## config.mk

```make
export PLATFORM = sky130hd
export DESIGN_NAME = eidi_top
export DESIGN_NICKNAME = d
export VERILOG_FILES = /design/src/logic/eidi_pkg.sv /design/src/logic/eidi_top.sv /design/src/logic/eidi_byte_filter.sv
export SDC_FILE = /design/constraint.sdc
export NUM_CORES = 1
export LEC_CHECK = 0
export BUFFER_PORTS_ARGS = -buffer_cell sky130_fd_sc_hd__buf_2
export CORE_ASPECT_RATIO = 0.5
export CORE_MARGIN = 2
export CORE_UTILIZATION = 28
export CTS_CLUSTER_DIAMETER = 40
export CTS_CLUSTER_SIZE = 28
export DETAILED_ROUTE_END_ITERATION = 6
export SLEW_MARGIN = 30
export SYNTH_ARGS = -nofsm -noshare
export SYNTH_HDL_FRONTEND = slang
export SYNTH_SLANG_ARGS = --single-unit
```

## constraint.sdc

```tcl
create_clock -name clk_i -period 5.8 [get_ports clk_i]
set_input_delay 0.87 -clock clk_i [delete_from_list [all_inputs] [get_ports clk_i]]
set_output_delay 0.87 -clock clk_i [all_outputs]
set_load 0.01 [all_outputs]
```

## src/logic/eidi_pkg.sv

```systemverilog
package eidi_pkg;
  localparam int unsigned CLK_MHZ = 250;
  // input delay figures in microseconds
  localparam int unsigned DLY_SHORT_US = 300;
  localparam int unsigned DLY_MID_US = 1000;
  localparam int unsigned DLY_LONG_US = 3000;
  localparam int unsigned DLY_SHORT_CYC = DLY_SHORT_US * CLK_MHZ;
  localparam int unsigned DLY_MID_CYC = DLY_MID_US * CLK_MHZ;
  localparam int unsigned DLY_LONG_CYC = DLY_LONG_US * CLK_MHZ;
  localparam int unsigned NUM_BYTES = 4;
  localparam logic [7:0] SHARED_ADDR = 8'h00;
  localparam logic [7:0] MIN_DIRECT_ADDR = 8'h80;
  localparam logic [7:0] IN_RST = 8'h00;
  localparam logic [1:0] SCAN_RST = 2'h0;
  typedef enum logic [1:0] {
    EIDI_EDGE_NONE = 2'b00,
    EIDI_EDGE_RISE = 2'b01,
    EIDI_EDGE_FALL = 2'b10,
    EIDI_EDGE_BOTH = 2'b11
  } eidi_edge_t;
  typedef enum logic [1:0] {
    EIDI_DLY_SHORT = 2'b00,
    EIDI_DLY_MID = 2'b01,
    EIDI_DLY_LONG = 2'b10
  } eidi_dly_t;
endpackage : eidi_pkg

```

## src/logic/eidi_top.sv

```systemverilog
`timescale 1ns/100ps
// How it works
// - shared group byte address is decoded independently of the module address
// - only the master acknowledges the shared byte; every module with the acknowledge jumper fitted or in interrupt mode drives its bit
// - a bit-select switch places a slave module on one of eight shared bits; the master always uses bit 0
// - bytes read ascending; first read freezes inputs, fourth read releases
// - interrupt mode: a qualifying change raises the selected backplane line
// - pending memory keeps setting while stopped; startup full read clears it
// - pending memory clears only on a full four-byte read
// - with acknowledge jumper fitted the shared byte is acknowledged by the master only
// - with acknowledge jumper removed the shared byte is never acknowledged
// - in interrupt mode the shared byte bit identifies the source module
// - bytes with edge selection off never trigger anything
// - a route switch puts the request onto line a to g or general line
// - per-byte edge selection picks the triggering transition
// - each byte applies its own 0.3, 1.0 or 3.0 ms input delay
// - master jumper fitted means master, removed means slave
// - group signal generation only with group jumper fitted or in interrupt mode
// - edge setting: rising, falling, both or none
// - ready acknowledge only for the four bytes from the module address switch, or for the shared byte at the master
module eidi_top #(
  parameter int unsigned SHORT_CYC = eidi_pkg::DLY_SHORT_CYC,
  parameter int unsigned MID_CYC = eidi_pkg::DLY_MID_CYC,
  parameter int unsigned LONG_CYC = eidi_pkg::DLY_LONG_CYC
) (
  input wire logic clk_i,
  input wire logic arst_n_i,
  input wire logic [31:0] pin_i,
  input wire logic [7:0] bus_addr_i,
  input wire logic bus_rd_i,
  output logic [7:0] bus_data_o,
  output logic bus_data_oe_o,
  output logic bus_rdy_o,
  input wire logic [7:0] base_address_switch_i,
  input wire logic [2:0] group_bit_select_switch_i,
  input wire logic [7:0] irq_line_route_switch_i,
  input wire logic [7:0] edge_select_switch_i,
  input wire logic [7:0] input_delay_switch_i,
  input wire logic master_select_jumper_i,
  input wire logic group_ack_jumper_i,
  input wire logic irq_mode_i,
  output logic [7:0] irq_line_o,
  output logic pending_o,
  output logic frozen_o
);
  logic [7:0] val [4];
  logic [3:0] pend;
  logic [1:0] scan_q;
  logic frozen_q;
  logic [7:0] data_q;
  logic oe_q, rdy_q, rd_q;
  logic clear_q;
  // reads are taken on the rising strobe edge only, so a held strobe counts once
  wire rd_start = bus_rd_i && !rd_q;
  wire [7:0] offs = bus_addr_i - base_address_switch_i;
  wire own_hit = (bus_addr_i - base_address_switch_i) < 8'h04 &&
                 (base_address_switch_i <= 8'hfc);
  wire [1:0] byte_idx = offs[1:0];
  wire shared_hit = (bus_addr_i == eidi_pkg::SHARED_ADDR);
  wire any_pend = |pend;
  // the shared bit is driven in group mode with the group jumper, or in interrupt mode
  wire shared_active = group_ack_jumper_i || irq_mode_i;
  wire [2:0] my_bit = master_select_jumper_i ? 3'h0 : group_bit_select_switch_i;
  wire shared_ack = shared_hit && group_ack_jumper_i && master_select_jumper_i;
  wire [7:0] shared_val = (shared_active && any_pend) ? (8'h01 << my_bit) : 8'h00;
  wire drive_shared = shared_hit && shared_active;
  // in-order scan: byte k is accepted only when k is the next expected
  wire in_order = own_hit && (byte_idx == scan_q);
  wire last_read = rd_start && in_order && (byte_idx == 2'h3);
  wire first_read = rd_start && in_order && (byte_idx == 2'h0);
  genvar g;
  generate
    for (g = 0; g < 4; g++) begin : g_byte
      eidi_byte_filter #(
        .SHORT_CYC(SHORT_CYC),
        .MID_CYC(MID_CYC),
        .LONG_CYC(LONG_CYC)
      ) u_byte (
        .clk_i(clk_i),
        .arst_n_i(arst_n_i),
        .pin_i(pin_i[8*g+:8]),
        .dly_sel_i(input_delay_switch_i[2*g+:2]),
        .edge_sel_i(edge_select_switch_i[2*g+:2]),
        .freeze_i(frozen_q),
        .clear_i(clear_q),
        .value_o(val[g]),
        .pend_o(pend[g])
      );
    end
  endgenerate
  always_ff @(posedge clk_i or negedge arst_n_i) begin
    if (!arst_n_i) begin
      rd_q <= 1'b0;
      scan_q <= eidi_pkg::SCAN_RST;
      frozen_q <= 1'b0;
      data_q <= 8'h00;
      oe_q <= 1'b0;
      rdy_q <= 1'b0;
      clear_q <= 1'b0;
    end else begin
      rd_q <= bus_rd_i;
      clear_q <= last_read;
      if (rd_start && in_order) scan_q <= scan_q + 2'h1;
      if (first_read) frozen_q <= 1'b1;
      else if (last_read) frozen_q <= 1'b0;
      rdy_q <= rd_start && (own_hit || shared_ack);
      oe_q <= rd_start && (own_hit || drive_shared);
      if (rd_start && own_hit) data_q <= val[byte_idx];
      else if (rd_start && drive_shared) data_q <= shared_val;
      else if (!bus_rd_i) data_q <= 8'h00;
    end
  end
  // interrupt request is a level held until the full scan clears it
  wire irq_level = irq_mode_i && any_pend;
  assign irq_line_o = irq_level ? irq_line_route_switch_i : 8'h00;
  assign bus_data_o = data_q;
  assign bus_data_oe_o = oe_q;
  assign bus_rdy_o = rdy_q;
  assign pending_o = any_pend;
  assign frozen_o = frozen_q;

  chk_clear_after_scan: assert property (@(posedge clk_i) disable iff (!arst_n_i)
    last_read |=> clear_q) else $error("scan clear missing");
  chk_pend_holds: assert property (@(posedge clk_i) disable iff (!arst_n_i)
    $fell(any_pend) |-> $past(clear_q)) else $error("pending dropped without scan");
  chk_freeze_set: assert property (@(posedge clk_i) disable iff (!arst_n_i)
    first_read |=> frozen_q) else $error("first read did not freeze");
  chk_freeze_rel: assert property (@(posedge clk_i) disable iff (!arst_n_i)
    last_read |=> !frozen_q) else $error("fourth read did not release");
  chk_slave_no_ack: assert property (@(posedge clk_i) disable iff (!arst_n_i)
    (rd_start && shared_hit && !master_select_jumper_i) |=> !rdy_q) else $error("slave acked shared");
  chk_ack_jumper: assert property (@(posedge clk_i) disable iff (!arst_n_i)
    (rd_start && shared_hit && !group_ack_jumper_i) |=> !rdy_q) else $error("shared acked jumper off");
  chk_own_ack: assert property (@(posedge clk_i) disable iff (!arst_n_i)
    rdy_q |-> $past(own_hit) || $past(shared_ack)) else $error("ack without match");
  chk_irq_level: assert property (@(posedge clk_i) disable iff (!arst_n_i)
    (irq_mode_i && any_pend) |-> irq_line_o == irq_line_route_switch_i) else $error("irq not driven");
  chk_no_irq_grp: assert property (@(posedge clk_i) disable iff (!arst_n_i)
    !irq_mode_i |-> irq_line_o == 8'h00) else $error("irq in group mode");
  cov_full_scan: cover property (@(posedge clk_i) disable iff (!arst_n_i) first_read ##[1:50] last_read);
  cov_irq: cover property (@(posedge clk_i) disable iff (!arst_n_i) $rose(irq_level));
  cov_shared: cover property (@(posedge clk_i) disable iff (!arst_n_i) rd_start && drive_shared);
endmodule : eidi_top

```

## src/logic/eidi_byte_filter.sv

```systemverilog
`timescale 1ns/100ps
// one input byte: sync, settle delay, edge capture into a pending flag
module eidi_byte_filter #(
  parameter int unsigned SHORT_CYC = eidi_pkg::DLY_SHORT_CYC,
  parameter int unsigned MID_CYC = eidi_pkg::DLY_MID_CYC,
  parameter int unsigned LONG_CYC = eidi_pkg::DLY_LONG_CYC
) (
  input wire logic clk_i,
  input wire logic arst_n_i,
  input wire logic [7:0] pin_i,
  input wire logic [1:0] dly_sel_i,
  input wire logic [1:0] edge_sel_i,
  input wire logic freeze_i,
  input wire logic clear_i,
  output logic [7:0] value_o,
  output logic pend_o
);
  // the settle counter is 22 bits wide, so longer delays cannot be served
  if (LONG_CYC < 2 || SHORT_CYC < 1 || MID_CYC < 1 || LONG_CYC > 4194304 || MID_CYC > 4194304 ||
      SHORT_CYC > 4194304) begin : g_bad_delay
    $error("delay counts out of range");
  end
  logic [7:0] s1_q, s2_q, cand_q, val_q;
  logic [21:0] cnt_q;
  logic pend_q;
  wire [21:0] lim = (dly_sel_i == eidi_pkg::EIDI_DLY_SHORT) ? 22'(SHORT_CYC) :
                    (dly_sel_i == eidi_pkg::EIDI_DLY_MID) ? 22'(MID_CYC) : 22'(LONG_CYC);
  wire settled = (cnt_q >= lim - 22'h1);
  // while frozen the settled value is held; edges wait until release
  wire take = settled && !freeze_i && (cand_q != val_q);
  wire [7:0] rise = ~val_q & cand_q;
  wire [7:0] fall = val_q & ~cand_q;
  wire hit = take && (((edge_sel_i == eidi_pkg::EIDI_EDGE_RISE || edge_sel_i == eidi_pkg::EIDI_EDGE_BOTH) &&
              (|rise)) || ((edge_sel_i == eidi_pkg::EIDI_EDGE_FALL || edge_sel_i == eidi_pkg::EIDI_EDGE_BOTH) &&
              (|fall)));
  always_ff @(posedge clk_i or negedge arst_n_i) begin
    if (!arst_n_i) begin
      s1_q <= eidi_pkg::IN_RST;
      s2_q <= eidi_pkg::IN_RST;
      cand_q <= eidi_pkg::IN_RST;
      val_q <= eidi_pkg::IN_RST;
      cnt_q <= '0;
      pend_q <= 1'b0;
    end else begin
      s1_q <= pin_i;
      s2_q <= s1_q;
      cand_q <= s2_q;
      if (s2_q != cand_q) cnt_q <= '0;
      else if (!settled) cnt_q <= cnt_q + 22'h1;
      if (take) val_q <= cand_q;
      // set wins over a same-cycle clear
      if (hit) pend_q <= 1'b1;
      else if (clear_i) pend_q <= 1'b0;
    end
  end
  assign value_o = val_q;
  assign pend_o = pend_q;
endmodule : eidi_byte_filter

```

==> run_results.csv, run 1 <==
group,metric,value,unit
detailed_routing,drt_pre_antenna_iters,5,
detailed_routing,drt-wirelength-per-cell,14.4,µm
pwr,p_total,4.13,mW
detailed_routing,viasPerCell,4.69,
clock_tree,clockRootBuffer,"clkbuf_16",
layout,fillers,4322,
clock_tree,cts_hold_repair.buffers,0,
global_route,grt_max_degree,120,
place,place_inst,1822,
timing,finalMaxSlewViolations,0,
setup_path,startpoint_type,"input pin",
synth,synth_edf_count,0,
detailed_routing,drt_iter0_markers,508,
synth,ys_seq_area_frac,0.481,
clock_tree,cts_setup_buffers,0,
timing,finalSetupViolCount,0,
synth,synthCells,1162,
die,coreArea,43300,µm²
synth,syn_nets,1351,
global_route,grt_usage,0.122,
detailed_routing,antenna_left,0,
clock_tree,cts_max_level,2,
layout,multi_input_area,5820,µm²
clock_tree,numCtsBuffers,36,
detailed_routing,vias,8850,
synth,yosysUniqueCellTypes,70,
layout,syn_to_final_growth,19.8,%
timing,finalSetupTns,0,ns
place,gp_congestion,0.833,
die,num_io_pins,101,
pwr,ir_drop,0.162,mV
global_route,grt_antenna_before_repair,1,
clock_tree,cts.repair.resized,0,
setup_path,cp_max_fo,20,
die,start_util,0.282,
synth,yosys.area.top_type,"dfrtp_1",
timing,post-route-period-util,0.658,
timing,min_period,3.81,ns
pwr,p_leak,6.79,nW
clock_tree,clk_pin_slew,0.06,ns
setup_path,path_class,"input pin to register",
place,preCtsSetupSlack,1.49,ns
pwr,powerDensity,282,nW/µm²
synth,yosysWarnings,0,
setup_path,crit_required,6.20,ns
die,dieHeight,152,µm
place,portBuffers,100,
synth,avgSynthCellArea,10.5,µm²
detailed_routing,wl,27300,µm
die,rows,54,
timing,worst_slack,1.99,ns
global_route,gr-total-overflow,0,
layout,finalNetCount,1462,
synth,synth_top_cells_by_count,"235 x dfrtp_1, 107 x ha_1, 105 x inv_1",
die,die_area,45400,µm²
global_route,grt_pass1_wl,45200,µm
timing,clock_skew,0.0334,ns
setup_path,end_kind,"register",
clock_tree,clk_latency,0.52,ns
layout,stdcell_count,1888,
timing,slew_headroom,0.469,
clock_tree,cts_tree,"done",
timing,tightest_slew,0.794,ns
detailed_routing,drc,0,
layout,drive_above_1_share,0.145,
synth,synth_top_area_frac,0.481,
clock_tree,cts.sinks,235,
layout,seq_area,5880,µm²
clock_tree,cts_buffer_depth,3,
synth,ys_async_sr_fraction,1.00,
timing,rsz0062_at_grt,"no",
timing,fmax,262,MHz
synth,synth_seq_cells,235,
worst_hold_path,holdCritPathClass,"input pin to asynchronous set/reset pin",
timing,hold_viol_final,0,
synth,netlist_area,12200,µm²
setup_path,crit_arrival,4.22,ns
timing,holdWs,0.261,ns
die,die_w,299,µm
flow_run,cap_violations,0,
outcome,status,"completed",
place,hpwl,19400,µm
synth,yosysMostFrequentCell,"dfrtp_1",
synth,ys_top_cells_by_area,"dfrtp_1 48%, ha_1 11%, xor2_1 4.7%",
synth,synth_flop_cell,"dfrtp_1",
global_route,grt_pass1_vias,8899,
-- layout make-up --
cell class | instances | area share
repair buffers | 107 | 0.0398
clock buffers | 38 | 0.0635
multi-input cells | 786 | 0.398
well taps | 588 | 0.0502
clock inverters | 25 | 0.0196
diodes | 2 | 0.000342
inverters | 107 | 0.0274
flip-flops and latches | 235 | 0.402
-- flip-flops by register name (all words and copies together), names as in the netlist --
register               count
bus_data_oe_o              1
frozen_o                   1
g_byte.u_byte.s1_q        32
clear_q                    1
g_byte.u_byte.cand_q      32
bus_rdy_o                  1
bus_data_o                 8
g_byte.u_byte.pend_o       4
g_byte.u_byte.value_o     32
g_byte.u_byte.s2_q        32
g_byte.u_byte.cnt_q       88
rd_q                       1
scan_q                     2
-- power breakdown --
part / switching (mW) / internal (mW) / total [mW]
sequential: 0.0399 / 1.69 / 1.73
clock: 0.859 / 1.30 / 2.16
combinational: 0.143 / 0.104 / 0.247
total: 1.04 / 3.09 / 4.13
-- metrics by stage --
stage,util,cell area [µm²]
2_1_floorplan,-,12200
3_3_place_gp,0.309,13400
3_5_place_dp,0.309,13400
4_1_cts,0.337,14600
5_1_grt,0.338,14600
6_report,0.338,14600
-- cells by family after synthesis --
kind of cell | count (synthesis) | synth area share
fa+ha+maj | 110 | 0.113
xor+xnor | 92 | 0.0659
buf+inv | 141 | 0.0440
mux | 31 | 0.0338
compound gates | 165 | 0.0945
flops | 235 | 0.481
simple gates | 388 | 0.168
-- cell usage in the layout, fill, tap and decap left out, types with 4 or more instances in the layout --
master	count
a2111o_1	5
a21oi_1	25
a22o_1	4
a22oi_1	8
and2_1	6
and3_1	31
and4_1	11
buf_2	99
buf_4	6
clkbuf_16	37
clkinv_2	4
clkinv_8	4
dfrtp_1	235
ha_1	107
inv_1	105
inv_6	5
inv_8	5
mux2i_1	21
mux4_2	8
nand2_1	68
nand3_1	29
nand3b_1	4
nand4_1	42
nand4b_1	4
nor2_1	91
nor2b_1	8
nor3_1	20
nor3b_1	5
nor4_1	40
o2111ai_1	4
o211ai_1	14
o21a_1	7
o21ai_0	28
o21ai_1	21
o2bb2ai_1	6
o31ai_1	8
or3_1	11
or4_1	10
xnor2_1	27
xor2_1	65
-- layer usage --
metal | share of wire | track usage | vias to the layer above
met5 | 0 | 0 | -
met4 | 0.023 | 0.0438 | 0
li1 | - | - | 4381
met3 | 0.025 | 0.0184 | 42
met2 | 0.50 | 0.215 | 86
met1 | 0.45 | 0.154 | 4341
-- worst max-delay path, cell delays in order --
cell and delay [ns]:
buf_2 0.12, nor2_1 0.29, inv_2 0.11, ha_1 0.19
a311o_1 0.34, a2111o_1 0.41, maj3_2 0.34, a221oi_4 0.47
o21ai_2 0.32, nand2_1 0.51, mux2i_1 0.25
-- path summary, 6_finish.rpt --
| kind | startpoint | slack [ns] | cells past startpoint | to |
|---|---|---|---|---|
| hold reg to reg | g_byte[2].u_byte.s1_q[3] | 0.34 | 0 | g_byte[2].u_byte.s2_q[3] |
| min in group clk_i | g_byte[2].u_byte.s1_q[3] | 0.34 | 0 | g_byte[2].u_byte.s2_q[3] |
| max in group asynchronous | arst_n_i | 4.30 | 3 | g_byte[3].u_byte.cand_q[3] |
| setup / recovery | input_delay_switch_i[7] | 1.99 | 11 | g_byte[3].u_byte.value_o[4] |
| setup reg to reg | g_byte[3].u_byte.cnt_q[8] | 2.33 | 8 | g_byte[3].u_byte.value_o[4] |
| hold / removal | arst_n_i | 0.26 | 1 | g_byte[0].u_byte.s1_q[4] |
(Power assumes the default switching activity.)
==> run 2, diff against run 1 <==
--- a/config.mk
+++ b/config.mk
@@ -5,6 +5,7 @@
 export SDC_FILE = /design/constraint.sdc
 export NUM_CORES = 1
 export LEC_CHECK = 0
+export ABC_AREA = 1
 export BUFFER_PORTS_ARGS = -buffer_cell sky130_fd_sc_hd__buf_2
 export CORE_ASPECT_RATIO = 0.5
 export CORE_MARGIN = 2
==> constraint.sdc (replaced) <==
create_clock -name clk_i -period 3.5 [get_ports clk_i]
set_input_delay 0.525 -clock clk_i [delete_from_list [all_inputs] [get_ports clk_i]]
set_output_delay 0.525 -clock clk_i [all_outputs]
set_load 0.01 [all_outputs]
==> run 2 against run 1 <==
  * Register-to-register slack got worse by 1.2 ns
  * Setup slack got worse by 0.83 ns
  * Critical path depth unchanged
  * Highest routed layer unchanged
==> run_results.csv, run 2 <==
group,metric,value,unit
outcome,status,"completed",
flow_run,cap_violations,0,
setup_path,critPathBufInv,1,
global_route,grt.met1_usage,0.157,
setup_path,critPathTopFamily,"simple AND/OR/NAND/NOR gates",
timing,finalMaxSlewViolations,0,
timing,holdWs,0.0934,ns
synth,synth_top_cells_by_count,"377 x nand2_1, 255 x inv_1, 235 x dfrtp_1",
place,portBuffers,100,
synth,ys_top_cells_by_area,"dfrtp_1 43%, nand2_1 10%, ha_1 9.9%",
clock_tree,cts.sinks,235,
place,hpwl,23900,µm
setup_path,cp_max_fo,21,
synth,synth_edf_count,0,
die,dieHeight,160,µm
timing,min_period,2.35,ns
timing,rsz0062_at_grt,"no",
synth,syn_nets,1886,
layout,final_cell_area,16200,µm²
synth,yosysWarnings,0,
setup_path,crit_required,3.91,ns
die,num_io_pins,101,
place,placed_area,14800,µm²
place,gp_congestion,0.867,
die,start_util,0.286,
synth,netlist_area,13500,µm²
layout,drive_above_1_share,0.145,
detailed_routing,vias,11112,
timing,post-route-period-util,0.670,
timing,slew_headroom,0.501,
global_route,gr-total-overflow,0,
setup_path,crit_slowest_cell,"dfrtp_1",
clock_tree,cts_max_level,2,
global_route,grt-busiest-layer,"met2",
global_route,grt_max_degree,81,
layout,syn_to_final_growth,19.4,%
worst_hold_path,holdCritPathClass,"input pin to register",
setup_path,cpPeakStageDelay,0.43,ns
setup_path,end_kind,"register",
clock_tree,clockRootBuffer,"clkbuf_16",
clock_tree,clk_pin_slew,0.06,ns
layout,final_cell_mix,"377 x nand2_1, 255 x inv_1, 235 x dfrtp_1, 178 x nor2_1, 107 x ha_1",
global_route,grt_pass1_wl,54400,µm
synth,synth_seq_cells,235,
timing,tightest_slew,0.742,ns
global_route,grt_use_met2,0.234,
global_route,grt_pass1_vias,10874,
pwr,powerDensity,451,nW/µm²
detailed_routing,drc,0,
clock_tree,cts_buffer_depth,3,
detailed_routing,viasPerCell,4.46,
layout,largest_reg_flops,88,
setup_path,startpoint_type,"register",
synth,avgSynthCellArea,7.98,µm²
synth,synth_top_area_frac,0.434,
die,rows,56,
synth,yosys.area.top_type,"dfrtp_1",
layout,final_common_cell,"nand2_1",
setup_path,crit_path_cell_trace,"ha_1, nand3_1, nor2_1, o21ai_1, nor2_2, nand3_2, nand3_2, buf_4, nand2_2, nand2_1, o21ai_1",
die,coreArea,47300,µm²
synth,yosysMostFrequentCell,"nand2_1",
synth,ys_seq_area_frac,0.434,
timing,hold_viol_final,0,
detailed_routing,drt-wirelength-per-cell,13.0,µm
detailed_routing,antenna_left,0,
die,die_w,315,µm
clock_tree,numCtsBuffers,38,
clock_tree,clk_latency,0.53,ns
synth,yosysUniqueCellTypes,47,
layout,top_register,"g_byte.u_byte.cnt_q",
synth,ys_async_sr_fraction,1.00,
pwr,ir_drop,0.250,mV
detailed_routing,drt_pre_antenna_iters,5,
detailed_routing,drt_iter0_markers,648,
detailed_routing,wl,32300,µm
synth,synth_flop_cell,"dfrtp_1",
layout,fillers,4933,
global_route,grt_usage,0.131,
global_route,grt_antenna_before_repair,4,
layout,finalNetCount,2010,
timing,fmax,426,MHz
timing,finalSetupTns,0,ns
clock_tree,cts_tree,"done",
synth,synthCells,1697,
pwr,p_leak,7.61,nW
die,die_area,50300,µm²
setup_path,path_class,"register to register",
timing,finalSetupViolCount,0,
setup_path,crit_arrival,2.75,ns
global_route,use_met3,0.0221,
timing,clock_skew,0.0326,ns
[run 2: worst paths after layout]
kind | start | endpoint | slack (ns) | cells past startpoint
min reg2reg | g_byte[2].u_byte.s1_q[0] | g_byte[2].u_byte.s2_q[0] | 0.35 | 0
min | pin_i[21] | g_byte[2].u_byte.s1_q[5] | 0.09 | 1
max | g_byte[3].u_byte.cnt_q[19] | g_byte[3].u_byte.value_o[4] | 1.15 | 11
max in group asynchronous | arst_n_i | g_byte[0].u_byte.cnt_q[15] | 2.03 | 3
max reg2reg | g_byte[3].u_byte.cnt_q[19] | g_byte[3].u_byte.value_o[4] | 1.15 | 11
min in group asynchronous | arst_n_i | g_byte[3].u_byte.cnt_q[8] | 0.55 | 2
[run 2: worst register-to-register path, delay by kind of cell, from the launching register on]
| kind | cells | cell delay [ns] |
|---|---|---|
| AO/OA/AOI/OAI | 2 | 0.20 |
| buffers and inverters | 1 | 0.27 |
| adder cells (fa/ha/maj) | 1 | 0.32 |
| flip-flops | 1 | 0.43 |
| AND/OR/NAND/NOR | 7 | 1.02 |
[run 2: repair_timing]
action,CTS,global route
resized for setup,0,0
endpoints found under the hold margin,29,0
buffers inserted,0,0
hold buffers,1,0
[run 2: layer usage]
metal	part of all wire	wire length [µm]	up-vias
li1	-	-	5727
met1	0.43	14000	5144
met2	0.50	16200	175
met3	0.033	1070	66
met4	0.032	1020	0
met5	0	0	-
[run 2: cell families after synthesis]
group	count (synthesis)	synth area share
AO/OA/AOI/OAI	183	0.0748
XOR/XNOR	24	0.0155
adder cells (fa/ha/maj)	108	0.100
buffers and inverters	298	0.0882
flip-flops	235	0.434
AND/OR/NAND/NOR	849	0.287
[run 2: power breakdown]
group / total [mW] / switching, mW / internal, mW
logic: 0.422 / 0.267 / 0.154
clock network: 4.04 / 1.53 / 2.51
registers: 2.83 / 0.0458 / 2.79
[run 2: layout make-up]
cell class              instances  area [µm²]  area share
clock inverters                28         385      0.0238
diodes                          3        7.51    0.000464
multi-input cells            1164        6470       0.400
repair buffers                110         613      0.0379
clock buffers                  41         993      0.0614
well taps                     638         798      0.0494
flip-flops and latches        235        5880       0.364
inverters                     272        1020      0.0631
[run 2: metrics by stage]
stage	util	setup slack, ns	std cells	power [mW]
6_report	0.342	1.15	2491	7.30
5_1_grt	0.342	0.941	2491	7.61
4_1_cts	0.342	1.18	2488	7.40
3_5_place_dp	0.312	0.676	2418	3.31
3_3_place_gp	0.312	0.719	2418	3.30
2_1_floorplan	-	1.07	1697	3.11
==> run 3, diff against run 2 <==
==> constraint.sdc (replaced) <==
create_clock -name clk_i -period 1.93 [get_ports clk_i]
set_input_delay 0.2895 -clock clk_i [delete_from_list [all_inputs] [get_ports clk_i]]
set_output_delay 0.2895 -clock clk_i [all_outputs]
set_load 0.01 [all_outputs]
==> run 3 against run 2 <==
  * The run now ends with design-rule violations, negative setup slack left
  * Register-to-register slack lost 1.3 ns
  * Total power rose by 78%
  * First-iteration DRC count grew 4.3%
  * Critical path depth up 2
  * Setup slack got worse by 1.3 ns
  * Sequential share of layout area decreased by 5.2 points
  * Die area unchanged
  * Flip-flop and latch count is the same
  * Clock power up 70%
  * Cell area is 17% higher
  * Highest routed layer unchanged
==> run_results.csv, run 3 (synthesis results as in run 2) <==
group,metric,value,unit
outcome,status,"finished with violations",
outcome,violations,"design-rule violations, negative setup slack",
setup_path,r2r_cells,13,
worst_hold_path,holdCritPathClass,"input pin to register",
layout,fillers,4707,
layout,largest_reg_flops,88,
detailed_routing,viasPerCell,4.53,
layout,drive_above_1_share,0.292,
setup_path,startpoint_type,"register",
place,gp_congestion,0.857,
detailed_routing,vias,12120,
pwr,p_leak,8.77,nW
die,dieHeight,160,µm
setup_path,path_class,"register to register",
layout,seq_area,5880,µm²
setup_path,crit_arrival,2.41,ns
global_route,gr-total-overflow,0,
setup_path,cp_max_fo,3,
pwr,ir_drop,0.585,mV
timing,slew_headroom,0.654,
setup_path,end_kind,"register",
layout,final_cell_mix,"331 x nand2_1, 246 x inv_1, 235 x dfrtp_1, 147 x nor2_1, 142 x buf_4",
global_route,grt_pass1_wl,56000,µm
clock_tree,numCtsBuffers,34,
clock_tree,cts_max_level,2,
timing,hold_viol_final,0,
timing,clock_skew,0.0324,ns
setup_path,crit_required,2.32,ns
detailed_routing,drc,1,
timing,post-route-period-util,1.05,
worst_hold_path,holdPathStages,1,
layout,syn_to_final_growth,39.3,%
clock_tree,clockRootBuffer,"clkbuf_16",
flow_run,cap_violations,0,
place,portBuffers,100,
place,hpwl,25300,µm
timing,finalSetupViolCount,32,
layout,finalNetCount,2202,
detailed_routing,wl,35800,µm
die,die_w,315,µm
die,die_area,50300,µm²
detailed_routing,drt_pre_antenna_iters,7,
clock_tree,clk_pin_slew,0.05,ns
setup_path,crit_start,"g_byte[0].u_byte.cnt_q[5]",
layout,final_common_cell,"nand2_1",
die,coreArea,47300,µm²
layout,multi_input_area,7500,µm²
timing,min_period,2.03,ns
timing,holdWs,0.0389,ns
timing,rsz0062_at_grt,"yes",
clock_tree,cts.sinks,235,
detailed_routing,antenna_left,0,
clock_tree,cts_tree,"done",
global_route,grt_max_degree,53,
pwr,powerDensity,690,nW/µm²
detailed_routing,drt-wirelength-per-cell,13.4,µm
place,place_inst,2540,
layout,postLayoutCoreUtil,0.399,
die,start_util,0.286,
layout,top_register,"g_byte.u_byte.cnt_q",
clock_tree,clk_latency,0.52,ns
die,rows,56,
global_route,grt_pass1_vias,11610,
global_route,grt_usage,0.135,
timing,worst_slack,-0.0966,ns
layout,n_antenna_cell,0,
layout,final_cell_area,18900,µm²
clock_tree,cts_buffer_depth,3,
worst_hold_path,worstHoldStart,"bus_rd_i",
die,num_io_pins,101,
place,placed_area,15800,µm²
timing,finalMaxSlewViolations,0,
detailed_routing,drt_iter0_markers,676,
timing,tightest_slew,0.518,ns
timing,fmax,493,MHz
setup_path,r2r-start,"g_byte[0].u_byte.cnt_q[5]",
layout,stdcell_count,2677,
timing,finalSetupTns,-0.587,ns
global_route,grt_antenna_before_repair,1,
==> run 3: changes by cell type in the layout (fill, tap and decap cells not counted), sizes merged <==
cell,delta
dlygate4sd3,+32
clkinvlp,-3
clkbuf,+2
nand2,+4
inv,-2
buf,+155
nand3,+1
diode,-3
==> run 3: path summary, 6_finish.rpt <==
kind                                               to  slack [ns]
setup / recovery           g_byte[0].u_byte.cnt_q[16]        -0.1
hold / removal                                   rd_q        0.04
setup reg to reg           g_byte[0].u_byte.cnt_q[16]        -0.1
hold reg to reg              g_byte[1].u_byte.s2_q[0]        0.35
max in group asynchronous  g_byte[0].u_byte.cnt_q[15]        0.99
min in group asynchronous    g_byte[3].u_byte.s2_q[5]        0.28
==> run 3: power breakdown <==
part	internal [mW]	switching [mW]
Combinational	0.447	0.569
Clock	4.34	2.53
Sequential	5.05	0.0817
Total	9.84	3.19
==> run 3: area by class of cell <==
class | count | share of cell area
Inverter | 272 | 0.0553
Multi-Input combinational cell | 1169 | 0.398
Clock inverter | 23 | 0.0175
Clock buffer | 39 | 0.0505
Sequential cell | 235 | 0.312
Tap cell | 638 | 0.0423
Timing Repair Buffer | 301 | 0.125
==> run 3: metal layers <==
layer / global-route usage / share of wire / wire length, µm / vias up
met3: 0.0199 / 0.030 / 1090 / 67
met5: 0 / 0 / 0 / -
met1: 0.157 / 0.42 / 15000 / 5738
met4: 0.0398 / 0.024 / 868 / 0
met2: 0.252 / 0.53 / 18800 / 182
li1: - / - / - / 6133
==> run 3: per-stage QoR <==
step | total power [mW] | setup WS [ns]
3_3_place_gp | 6.12 | -0.399
2_1_floorplan | 5.64 | -0.0859
5_1_grt | 13.6 | -0.185
4_1_cts | 13.2 | -0.0264
6_report | 13.0 | -0.0966
3_5_place_dp | 6.13 | -0.499
==> run 3: worst max-delay path, stage by stage, from the launching register on <==
cell,delay [ns]
dfrtp_1,0.42
ha_4,0.29
nand2_2,0.04
nor2_1,0.09
nand3_1,0.13
nand3b_1,0.17
nand2_1,0.09
nand2_2,0.09
nand2_4,0.09
buf_6,0.14
nand4_1,0.15
nor2_1,0.07
nor2_1,0.10
nor2_1,0.04
==> run 3: timing repair <==
action | CTS | global route
endpoints found under the hold margin | 79 | 0
hold buffers | 33 | 0
cloned | 1 | 8
endpoints found under the setup margin | 84 | 132
gates resized for setup | 29 | 233
setup buffers | 5 | 29
pin swaps | 17 | 98
